[src/wwds_pkg.sv]
package wwds_pkg;

    // ----------------------------------------------------------------
    // timing, clock 10 MHz
    // ----------------------------------------------------------------
    localparam int CLK_HZ = 10_000_000;
    // plain defaults; set them to the timing the board really needs
    localparam int TRIGGER_TIMEOUT_US = 1_000;
    localparam int DOUBLE_PULSE_US = 100;
    localparam int FAULT_HOLD_US = 100;
    localparam int RESET_DELAY_US = 1_000;
    localparam int TIMEOUT_CYC = TRIGGER_TIMEOUT_US * (CLK_HZ / 1_000_000);
    localparam int DPULSE_CYC = DOUBLE_PULSE_US * (CLK_HZ / 1_000_000);
    localparam int HOLD_CYC = FAULT_HOLD_US * (CLK_HZ / 1_000_000);
    localparam int RDLY_CYC = RESET_DELAY_US * (CLK_HZ / 1_000_000);
    localparam int CNT_W = 20;

    // ----------------------------------------------------------------
    // register map (word offsets are byte addresses)
    // ----------------------------------------------------------------
    localparam logic [3:0] CTRL_OFS = 4'h0;
    localparam logic [3:0] STATUS_OFS = 4'h4;
    localparam logic [3:0] CFG_OFS = 4'h8;
    localparam int CTRL_USE_PIN_BIT = 0;
    localparam int CTRL_SW_EN_BIT = 1;
    localparam logic [31:0] CTRL_RESET = 32'h0000_0001;
    localparam logic [31:0] UNMAPPED_READ = 32'h0000_0000;

    // activation mode selected by the sense input
    typedef enum logic [1:0]
    {
        WWDS_MODE_UNUSED = 2'b00,
        WWDS_MODE_ALWAYS = 2'b01,
        WWDS_MODE_LOAD = 2'b10
    } wwds_mode_type;

    // gray codes along idle -> open -> closed -> fault
    typedef enum logic [1:0]
    {
        WWDS_IDLE = 2'b00,
        WWDS_OPEN = 2'b01,
        WWDS_CLOSED = 2'b11,
        WWDS_FAULT = 2'b10
    } wwds_state_type;

    typedef struct packed
    {
        logic [3:0] address;
        logic read;
        logic write;
        logic [31:0] writedata;
    } wwds_bus_req_type;

    typedef struct packed
    {
        logic [31:0] readdata;
        logic waitrequest;
        logic readdatavalid;
    } wwds_bus_rsp_type;

    // load sense comparator pair
    typedef struct packed
    {
        logic above_act;
        logic below_deact;
    } wwds_sense_type;

endpackage

[src/wwds_supervisor.sv]
`timescale 1ns/1ns
// Functional notes
// - monitoring start enters open window and starts timing
// - trigger rising edge in open window moves to closed window
// - closed window returns to open after double-pulse window time
// - fault output high while cycling between open and closed
// - no trigger within time-out from start or last trigger gives fault
// - deactivation with output high clears cycle count and elapsed time
// - fault holds output low for hold time, then open with output high
// - deactivation while low keeps output low until hold time ends
// - second trigger in closed window before window time gives fault
// - undervoltage returns to initial state, recovery goes via power-on reset
// - sense input selects unused, always active or load-sense mode
// - load-sense activates at activation level, off at deactivation level
// - enable low disables sensing and monitoring regardless of config
// - enable high lets activation follow the configuration input
// - enable pin weakly pulled low; board should tie it firmly
// - trigger input weakly pulled low, floating reads low
// - triggers accepted only when active, output high and timing runs
// - combined output is AND of reset output and fault output
module wwds_supervisor
    import wwds_pkg::*;
#(
    parameter int TIMEOUT_CYCLES = TIMEOUT_CYC,
    parameter int DPULSE_CYCLES = DPULSE_CYC,
    parameter int HOLD_CYCLES = HOLD_CYC,
    parameter int RDLY_CYCLES = RDLY_CYC
)
(
    input wire logic clk,
    input wire logic rst_n,
    input wire logic trigger_input,
    input wire logic enable_pin,
    input wire wwds_mode_type activation_sense_input,
    input wire wwds_sense_type load_sense,
    input wire logic undervoltage_ok,
    input wire wwds_bus_req_type bus_req,
    output wwds_bus_rsp_type bus_rsp,
    output logic watchdog_fault_output,
    output logic supervisor_reset_output,
    output logic combined_supervisor_output
);

    // ----------------------------------------------------------------
    // state record
    // ----------------------------------------------------------------
    typedef struct packed
    {
        logic [1:0] trig_sync;
        logic [1:0] en_sync;
        logic [1:0] uv_sync;
        logic [3:0] cfg_sync;
        logic [3:0] sense_sync;
        logic trig_prev;
        logic load_on;
        wwds_state_type state;
        logic [CNT_W-1:0] win_cnt;
        logic [CNT_W-1:0] tmo_cnt;
        logic [CNT_W-1:0] rst_cnt;
        logic rst_out;
        logic fault_out;
        logic comb_out;
        logic [1:0] ctrl;
        logic [7:0] fault_count;
        wwds_bus_rsp_type rsp;
    } wwds_regs_type;

    wwds_regs_type r;
    wwds_regs_type next_r;
    logic en_pin_s;
    logic uv_s;
    wwds_mode_type cfg_s;
    wwds_sense_type sense_s;
    logic enabled;
    logic active;
    logic trig_edge;
    logic [31:0] rd_word;

    // second sync stage only feeds logic
    assign en_pin_s = r.en_sync[1];
    assign uv_s = r.uv_sync[1];
    assign cfg_s = wwds_mode_type'(r.cfg_sync[3:2]);
    assign sense_s = r.sense_sync[3:2];

    // ----------------------------------------------------------------
    // next state
    // ----------------------------------------------------------------
    always_comb
    begin
        next_r = r;
        next_r.trig_sync = {r.trig_sync[0], trigger_input};
        next_r.en_sync = {r.en_sync[0], enable_pin};
        next_r.uv_sync = {r.uv_sync[0], undervoltage_ok};
        next_r.cfg_sync = {r.cfg_sync[1:0], activation_sense_input};
        next_r.sense_sync = {r.sense_sync[1:0], load_sense};
        next_r.trig_prev = r.trig_sync[1];
        // enable gate
        // the pin pull-down lives in the pad; a floating pin arrives low
        // enable gate
        enabled = r.ctrl[CTRL_USE_PIN_BIT] ? en_pin_s : r.ctrl[CTRL_SW_EN_BIT];
        if (!enabled)
        begin
            next_r.load_on = 1'b0;
        end
        else if (sense_s.above_act)
        begin
            next_r.load_on = 1'b1;
        end
        else if (sense_s.below_deact)
        begin
            next_r.load_on = 1'b0;
        end
        case (cfg_s)
            WWDS_MODE_ALWAYS: active = enabled && r.rst_out;
            WWDS_MODE_LOAD: active = enabled && r.load_on && r.rst_out;
            default: active = 1'b0;
        endcase
        trig_edge = r.trig_sync[1] && !r.trig_prev && active && r.fault_out;
        if (!uv_s)
        begin
            next_r.rst_out = 1'b0;
            next_r.rst_cnt = '0;
        end
        else if (!r.rst_out)
        begin
            if (r.rst_cnt >= CNT_W'(RDLY_CYCLES - 1))
            begin
                next_r.rst_out = 1'b1;
            end
            else
            begin
                next_r.rst_cnt = r.rst_cnt + 1'b1;
            end
        end
        next_r.win_cnt = r.win_cnt + 1'b1;
        next_r.tmo_cnt = r.tmo_cnt + 1'b1;
        case (r.state)
            WWDS_IDLE:
            begin
                next_r.win_cnt = '0;
                next_r.tmo_cnt = '0;
                next_r.fault_out = 1'b1;
                if (active)
                begin
                    next_r.state = WWDS_OPEN;
                end
            end
            WWDS_OPEN:
            begin
                if (trig_edge)
                begin
                    next_r.state = WWDS_CLOSED;
                    next_r.win_cnt = '0;
                    next_r.tmo_cnt = '0;
                end
                else if (r.tmo_cnt >= CNT_W'(TIMEOUT_CYCLES - 1))
                begin
                    next_r.state = WWDS_FAULT;
                    next_r.fault_out = 1'b0;
                    next_r.win_cnt = '0;
                    next_r.fault_count = r.fault_count + 1'b1;
                end
            end
            WWDS_CLOSED:
            begin
                if (trig_edge)
                begin
                    next_r.state = WWDS_FAULT;
                    next_r.fault_out = 1'b0;
                    next_r.win_cnt = '0;
                    next_r.fault_count = r.fault_count + 1'b1;
                end
                else if (r.win_cnt >= CNT_W'(DPULSE_CYCLES - 1))
                begin
                    next_r.state = WWDS_OPEN;
                    next_r.win_cnt = '0;
                end
            end
            default:
            begin
                if (r.win_cnt >= CNT_W'(HOLD_CYCLES - 1))
                begin
                    next_r.state = active ? WWDS_OPEN : WWDS_IDLE;
                    next_r.fault_out = 1'b1;
                    next_r.win_cnt = '0;
                    next_r.tmo_cnt = '0;
                end
            end
        endcase
        if (!active && r.state != WWDS_FAULT)
        begin
            next_r.state = WWDS_IDLE;
            next_r.win_cnt = '0;
            next_r.tmo_cnt = '0;
            next_r.fault_out = 1'b1;
        end
        if (!uv_s)
        begin
            next_r.state = WWDS_IDLE;
            next_r.win_cnt = '0;
            next_r.tmo_cnt = '0;
            next_r.fault_out = 1'b1;
        end
        next_r.comb_out = next_r.rst_out && next_r.fault_out;
        // bus slave: one wait cycle, then answer
        rd_word = UNMAPPED_READ;
        if (bus_req.address == CTRL_OFS)
        begin
            rd_word = {30'h0000_0000, r.ctrl};
        end
        else if (bus_req.address == STATUS_OFS)
        begin
            rd_word = {24'h00_0000, r.fault_count[3:0], r.state, r.rst_out, r.fault_out};
        end
        else if (bus_req.address == CFG_OFS)
        begin
            rd_word = {28'h000_0000, active, r.load_on, cfg_s};
        end
        next_r.rsp.readdatavalid = 1'b0;
        next_r.rsp.waitrequest = 1'b1;
        if ((bus_req.read || bus_req.write) && r.rsp.waitrequest)
        begin
            next_r.rsp.waitrequest = 1'b0;
            next_r.rsp.readdata = rd_word;
        end
        // the write lands on the edge where the master sees waitrequest low, not one earlier
        if (bus_req.write && !r.rsp.waitrequest && bus_req.address == CTRL_OFS)
        begin
            next_r.ctrl = bus_req.writedata[1:0];
        end
    end

    // ----------------------------------------------------------------
    // registers
    // ----------------------------------------------------------------
    always_ff @(posedge clk)
    begin
        if (!rst_n)
        begin
            r <= '0;
            r.state <= WWDS_IDLE;
            r.fault_out <= 1'b1;
            r.ctrl <= CTRL_RESET[1:0];
            r.rsp.waitrequest <= 1'b1;
        end
        else
        begin
            r <= next_r;
        end
    end

    assign bus_rsp = r.rsp;
    assign watchdog_fault_output = r.fault_out;
    assign supervisor_reset_output = r.rst_out;
    assign combined_supervisor_output = r.comb_out;

    // ----------------------------------------------------------------
    // checks
    // ----------------------------------------------------------------
    // double pulse fault
    fault_on_double_a:
        assert property (@(posedge clk) disable iff (!rst_n)
            (r.state == WWDS_CLOSED && trig_edge && uv_s && active) |=> (r.state == WWDS_FAULT && !r.fault_out))
        else $error("double pulse did not fault");
    output_high_cycle_a:
        assert property (@(posedge clk) disable iff (!rst_n)
            (r.state == WWDS_OPEN || r.state == WWDS_CLOSED) |-> r.fault_out)
        else $error("fault output low while cycling");
    combined_and_a:
        assert property (@(posedge clk) disable iff (!rst_n)
            $past(rst_n) |-> (r.comb_out == (r.rst_out && r.fault_out)))
        else $error("combined output mismatch");
    open_to_closed_a:
        assert property (@(posedge clk) disable iff (!rst_n)
            (r.state == WWDS_OPEN && trig_edge && uv_s && active) |=> r.state == WWDS_CLOSED)
        else $error("trigger not taken in open window");
    no_trigger_inactive_a:
        assert property (@(posedge clk) disable iff (!rst_n)
            (!active || !r.fault_out) |-> !trig_edge)
        else $error("trigger accepted while inactive");
    fault_holds_low_a:
        assert property (@(posedge clk) disable iff (!rst_n)
            ($fell(r.fault_out) && uv_s) |=> !r.fault_out || !uv_s)
        else $error("fault released early");
    disabled_idle_a:
        assert property (@(posedge clk) disable iff (!rst_n)
            (!enabled && r.state != WWDS_FAULT) |=> (r.state == WWDS_IDLE || r.state == WWDS_FAULT))
        else $error("monitoring while disabled");
    uv_initial_a:
        assert property (@(posedge clk) disable iff (!rst_n)
            !uv_s |=> (r.state == WWDS_IDLE && !r.rst_out))
        else $error("undervoltage did not reset watchdog");
    closed_returns_a:
        assert property (@(posedge clk) disable iff (!rst_n)
            (r.state == WWDS_CLOSED && r.win_cnt >= CNT_W'(DPULSE_CYCLES - 1) && !trig_edge && active && uv_s)
            |=> r.state == WWDS_OPEN)
        else $error("closed window did not reopen");
    start_open_a:
        assert property (@(posedge clk) disable iff (!rst_n)
            (r.state == WWDS_IDLE && active && uv_s) |=> (r.state == WWDS_OPEN && r.tmo_cnt == '0))
        else $error("monitoring did not start in open window");
    timeout_fault_a:
        assert property (@(posedge clk) disable iff (!rst_n)
            (r.state == WWDS_OPEN && !trig_edge && r.tmo_cnt >= CNT_W'(TIMEOUT_CYCLES - 1) && active && uv_s)
            |=> (r.state == WWDS_FAULT && !r.fault_out))
        else $error("time-out did not fault");
    hold_release_a:
        assert property (@(posedge clk) disable iff (!rst_n)
            (r.state == WWDS_FAULT && r.win_cnt >= CNT_W'(HOLD_CYCLES - 1) && active && uv_s)
            |=> (r.state == WWDS_OPEN && r.fault_out))
        else $error("fault hold did not end in open window");
    hold_not_early_a:
        assert property (@(posedge clk) disable iff (!rst_n)
            (r.state == WWDS_FAULT && r.win_cnt < CNT_W'(HOLD_CYCLES - 1) && uv_s)
            |=> (r.state == WWDS_FAULT && !r.fault_out))
        else $error("fault hold ended early");
    deact_clears_a:
        assert property (@(posedge clk) disable iff (!rst_n)
            (!active && r.state != WWDS_FAULT) |=> (r.tmo_cnt == '0 && r.win_cnt == '0 && r.fault_out))
        else $error("deactivation kept elapsed time");
    mode_unused_a:
        assert property (@(posedge clk) disable iff (!rst_n)
            (cfg_s == WWDS_MODE_UNUSED) |-> !active)
        else $error("active in unused mode");
    load_gate_a:
        assert property (@(posedge clk) disable iff (!rst_n)
            (cfg_s == WWDS_MODE_LOAD && !r.load_on) |-> !active)
        else $error("active without load current");
    load_hold_a:
        assert property (@(posedge clk) disable iff (!rst_n)
            (enabled && !sense_s.above_act && !sense_s.below_deact) |=> (r.load_on == $past(r.load_on)))
        else $error("load latch moved between thresholds");
    sense_stop_a:
        assert property (@(posedge clk) disable iff (!rst_n)
            !enabled |=> !r.load_on)
        else $error("load sensing while disabled");
    enable_follows_a:
        assert property (@(posedge clk) disable iff (!rst_n)
            (enabled && cfg_s == WWDS_MODE_ALWAYS && r.rst_out) |-> active)
        else $error("enabled always mode not active");
    reset_gate_a:
        assert property (@(posedge clk) disable iff (!rst_n)
            !r.rst_out |-> !active)
        else $error("active during power-on reset");

endmodule

[config.mk]
export PLATFORM = sky130hd
export DESIGN_NAME = wwds_supervisor
export DESIGN_NICKNAME = d
export VERILOG_FILES = /design/src/wwds_pkg.sv /design/src/wwds_supervisor.sv
export SDC_FILE = /design/constraint.sdc
export NUM_CORES = 1
export LEC_CHECK = 0
export BUFFER_PORTS_ARGS = -buffer_cell sky130_fd_sc_hd__buf_2
export CAP_MARGIN = 0
export CORE_UTILIZATION = 59
export DETAILED_ROUTE_END_ITERATION = 10
export PLACE_DENSITY_LB_ADDON = 0.12
export SYNTH_ARGS = -nofsm -noshare
export SYNTH_HDL_FRONTEND = slang
export SYNTH_SLANG_ARGS = --single-unit
[constraint.sdc]
create_clock -name clk -period 6.15 [get_ports clk]
set_input_delay 0.9225 -clock clk [delete_from_list [all_inputs] [get_ports clk]]
set_output_delay 0.9225 -clock clk [all_outputs]
set_load 0.05 [all_outputs]
* Word level (Yosys, flattened, before mapping)
Index checks and enable logic that the tools add are counted.
Widths: inputs -> output; s select.
** Word-level totals
- Flip-flop bits (word level) :: 101
- Bits of input ports :: 47
** Cells by class
- Add/sub/neg operators :: 4
- Magnitude comparators :: 3
- Equality and inequality tests :: 13
- Muxes and demuxes :: 32
- Bitwise operators :: 4
- Reduce and logical (&&, ||, !) cells :: 26
** Operators by type and width (count)
- $mux 22 :: 4
- $pmux 22 s3 :: 1
- $add 20x1->20 const B :: 3
- $pmux 20 s3 :: 1
- $mux 42 :: 1
- $ge 20x14->1 const B :: 2
- $mux 8 :: 5
- $ge 20x10->1 const B :: 1
- $mux 20 :: 1
- $pmux 8 s2 :: 1
- $mux 1 :: 14
- $logic_and 1x1->1 :: 11
- $ne 2x2->1 const B :: 5
- $add 8x1->8 const B :: 1
- $reduce_and 4->1 :: 2
- $ne 3x3->1 const B :: 2
- $reduce_and 2->1 :: 3
- $eq 2x1->1 const B :: 2
- $eq 2x2->1 const B :: 2
- $eq 4x3->1 const B :: 1
- $eq 4x4->1 const B :: 1
- $logic_not 4->1 :: 1
- $mux 4 :: 1
- $not 1->1 :: 4
- 9 further kinds :: 12

* Logic depth before layout (Yosys ltp)
- Word-level depth :: 11
- Depth in mapped cells :: 8
- Mapped depth without buffers :: 7

* Worst setup path before layout
No wires, ideal clock.
- Kind :: register to register
- From :: register r (netlist bit supervisor_reset_output)
- To :: register r[69] in the netlist's numbering
- Library setup time :: 0.115 ns
- Data arrival time :: 1.902 ns
- Path slack :: 4.134 ns
- Cell stages (with the launch flop) :: 7
- Path buffers :: 1
- Path through :: dfxtp_1 -> nand2b_1 -> or4_4 -> o21a_1 -> o21ai_2 -> buf_6 -> nor2_1
** Between the ends
- Cells in the longest elaborated chain, start to end :: 6
** Ends and longest elaborated chain
- start: declaration :: line wwds_supervisor.sv:68 : wwds_regs_type r;
- start signal: assignment :: line wwds_supervisor.sv:248 : r <= next_r;
- $logic_and 1x1->1 (on tied branches) :: line wwds_supervisor.sv:115, wwds_supervisor.sv:114
- $pmux 1 s2 (*) :: line wwds_supervisor.sv:113 : case (cfg_s)
- $logic_and 1x1->1 (2 in series) :: line wwds_supervisor.sv:118 : trig_edge = r.trig_sync[1] && !r.trig_prev && active && r.fault_out;
- $mux 20 :: line wwds_supervisor.sv:150 : if (trig_edge)
- $pmux 20 s3 :: line wwds_supervisor.sv:137 : case (r.state)
Mark *: on every way between the ends. The rest lies on a longest branch, timed or not.
A chain may end at the register's enable or synchronous reset.

* Worst setup path after layout
- From :: register r[87] in the netlist's numbering
- To :: register r[89] in the netlist's numbering
** Between the ends
- Cells in the longest elaborated chain, start to end :: 4
** Ends and longest elaborated chain (line)
- $add 20x1->20 / $ge 20x10->1 (equally long branches) :: wwds_supervisor.sv:135, wwds_supervisor.sv:173, wwds_supervisor.sv:181
- $mux 22 (on tied branches) :: wwds_supervisor.sv:173, wwds_supervisor.sv:156
- $mux 22 (on tied branches) :: wwds_supervisor.sv:166, wwds_supervisor.sv:150
- $pmux 22 s3 (*) :: wwds_supervisor.sv:137
Mark *: on every way between the ends. The rest lies on a longest branch, timed or not. The select of a mux whose other input is x is not followed.

==> impl_metrics.json <==
{
  "status": "finished, final reports clean",
  "p_int_w": 0.0008248,
  "drt-total-wl_mm": 7.128,
  "cp-end-kind": "flip-flop",
  "clk_pin_slew_ps": 90,
  "dpl.hpwl_mm": 5.081,
  "syn_inst": 477,
  "drive_gt1_share_pct": 14.92,
  "rsz0062_at_grt": "no",
  "final_area_um2": 4597,
  "htreeDepth": 3,
  "cts_buffers": 9,
  "rows": 31,
  "async_flop_share_pct": 0,
  "path_class": "flip-flop to flip-flop",
  "multi_input_comb_area_um2": 2188,
  "grt-ovfl-total": 0,
  "synth.avg_cell_area_um2": 9.202,
  "finalMaxSlewViolations": 0,
  "ir_drop_v": 0.0001479,
  "worstPathMaxFanout": 20,
  "clock_sinks": 96,
  "timing.final.crit_share_pct": 40.07,
  "core_area_um2": 7214,
  "antenna_cells": 0,
  "clockRootBuffer": "clkbuf_8",
  "ios": 84,
  "seqPwrFrac_pct": 57.7,
  "ant_nets": 0,
  "p_switching_w": 0.0002657,
  "p_leak_nw": 1.681,
  "synth-edff-count": 0,
  "synth_cell_types": 49,
  "netSwitchingFraction_pct": 24.37,
  "drtIter0Drc": 142,
  "synthToLayoutAreaGrowth_pct": 4.732,
  "critical_path_required_ps": 6370,
  "tns_ps": 0,
  "min_path_type": "flip-flop to flip-flop",
  "nets": 543,
  "die_h_um": 88.25,
  "finalClockSkew_ps": 8.059,
  "synth_area_um2": 4389,
  "ys_seq_area_share_pct": 43.79,
  "cts_tree": "yes",
  "grt_pass1_vias": 2782,
  "synth_ff_type": "dfxtp_1",
  "die_w_um": 88.25,
  "cts_setup_buffers": 0,
  "yosysWarnings": 0,
  "period_needed_ps": 2464,
  "grt_pass1_wl_mm": 12.25,
  "final_common_cell": "dfxtp_1",
  "fillers": 627,
  "fin_util_pct": 63.72,
  "finalSetupViolCount": 0,
  "maxSlewHeadroom_pct": 41.88,
  "gp_congestion": 0.7676,
  "clockBufferDepth": 2,
  "hold_viol_final": 0,
  "grt_usage_pct": 19.95,
  "insertion_delay_ps": 350,
  "p_comb_share_pct": 5.4,
  "vias": 3086,
  "avgViaCountPerCell": 5.187,
  "dieArea_um2": 7788,
  "regArea_um2": 1922,
  "io_buffers": 28,
  "max_freq_ghz": 0.4058,
  "grt_max_degree": 44,
  "start_kind": "flip-flop",
  "crit_arrival_ps": 2680,
  "tightest_slew_ps": 863.9,
  "first_pass_iters": 4,
  "remaining_drc_errors": 0,
  "synth-seq-cells": 96,
  "layout_common_cells": "96 x dfxtp_1, 44 x nor2_1, 28 x nand2_1, 28 x buf_2, 26 x xnor2_1",
  "maxCapViolCount": 0,
  "avgRoutedWirePerCell_um": 11.98,
  "hold_buffers": 0,
  "dpl_cell_area_um2": 4400,
  "cts_resized": 0,
  "clkPwrFrac_pct": 36.9,
  "antenna_found_initial": 0,
  "powerDensity_nw_per_um2": 237.2,
  "initial_core_util_pct": 60.84
}
==> cell families after synthesis <==
group                      synth area share (%)
and+or+nand+nor                           28.19
DFF                                       43.79
buffers and inverters                     8.409
xor gates and xnor gates                  8.980
AOI/OAI and AO/OA                         6.842
muxes                                     2.281
adders and majority gates                 1.425
other                                   0.08544
==> layout make-up <==
class                   instances  share of cell area [%]
clock buffers                   9                   2.695
clock inverters                 7                   1.579
inverters                       7                  0.5716
multi-input cells             349                   47.60
flip-flops and latches         96                   41.81
well taps                      99                   2.695
repair buffers                 28                   3.048
==> metrics by stage <==
step | total power, W | hold slack [ps] | setup slack [ps] | instances
5_1_grt | 0.001136 | 460.2 | 3434 | 595
2_1_floorplan | 0.0007060 | 411.9 | 4134 | 501
3_5_place_dp | 0.0007029 | 422.0 | 3478 | 579
4_1_cts | 0.001105 | 441.7 | 3643 | 595
6_report | 0.001090 | 437.2 | 3686 | 595
3_3_place_gp | 0.0007019 | 416.6 | 3536 | 579
==> per-layer routing <==
metal,vias to the layer above,global-route usage (%),part of all wire [%]
met2,45,34.55,50
met3,5,5.597,2.6
met5,-,0,0
met4,0,5.279,0.80
met1,1436,24.40,47
li1,1600,-,-
==> final timing paths <==
path	startpoint	endpoint	slack [ps]	cells past startpoint
worst max register to register	r[87]	r[89]	3690	6
worst min-delay path	next_r[118]	cfg_s[1]	440	1
worst min register to register	next_r[118]	cfg_s[1]	440	1
worst max-delay path	r[87]	r[89]	3690	6
==> cells in the mapped netlist (all sizes together), types with 8 or more instances <==
cell type	n	area, um2
dfxtp	96	1922
nand4	14	87.58
a22oi	8	60.06
xnor2	26	227.7
nor4	11	90.08
o21ai	13	68.82
nor3	10	50.05
buf	39	305.3
xor2	19	166.4
nor2b	15	93.84
and2	17	106.4
clkbuf	10	37.54
mux2i	10	100.1
nand2	28	105.1
and3	20	130.1
nand3	21	105.1
nor2	64	295.3
==> flip-flops by register name, summed over array words and instances (netlist names) <==
register,flops
en_pin_s,1
watchdog_fault_output,1
r,73
combined_supervisor_output,1
supervisor_reset_output,1
cfg_s,2
next_r,8
bus_rsp,9
==> worst max-delay path: stages (launching register included) <==
cell and delay, ps:
dfxtp_1 400, ha_1 250, a211oi_1 90, or4b_1 590, and3_4 230, o211ai_4 680
nor2_2 90
==> power groups by stage <==
stage               Clock, W  Combinational, W  Sequential [W]
floorplan                  0         0.0000632        0.000643
global placement           0         0.0000585        0.000643
detailed placement         0         0.0000593        0.000644
CTS                 0.000416         0.0000593        0.000629
global route        0.000441         0.0000641        0.000630
finish              0.000402         0.0000591        0.000629
No activity file was read; power rests on OpenSTA's default activity.
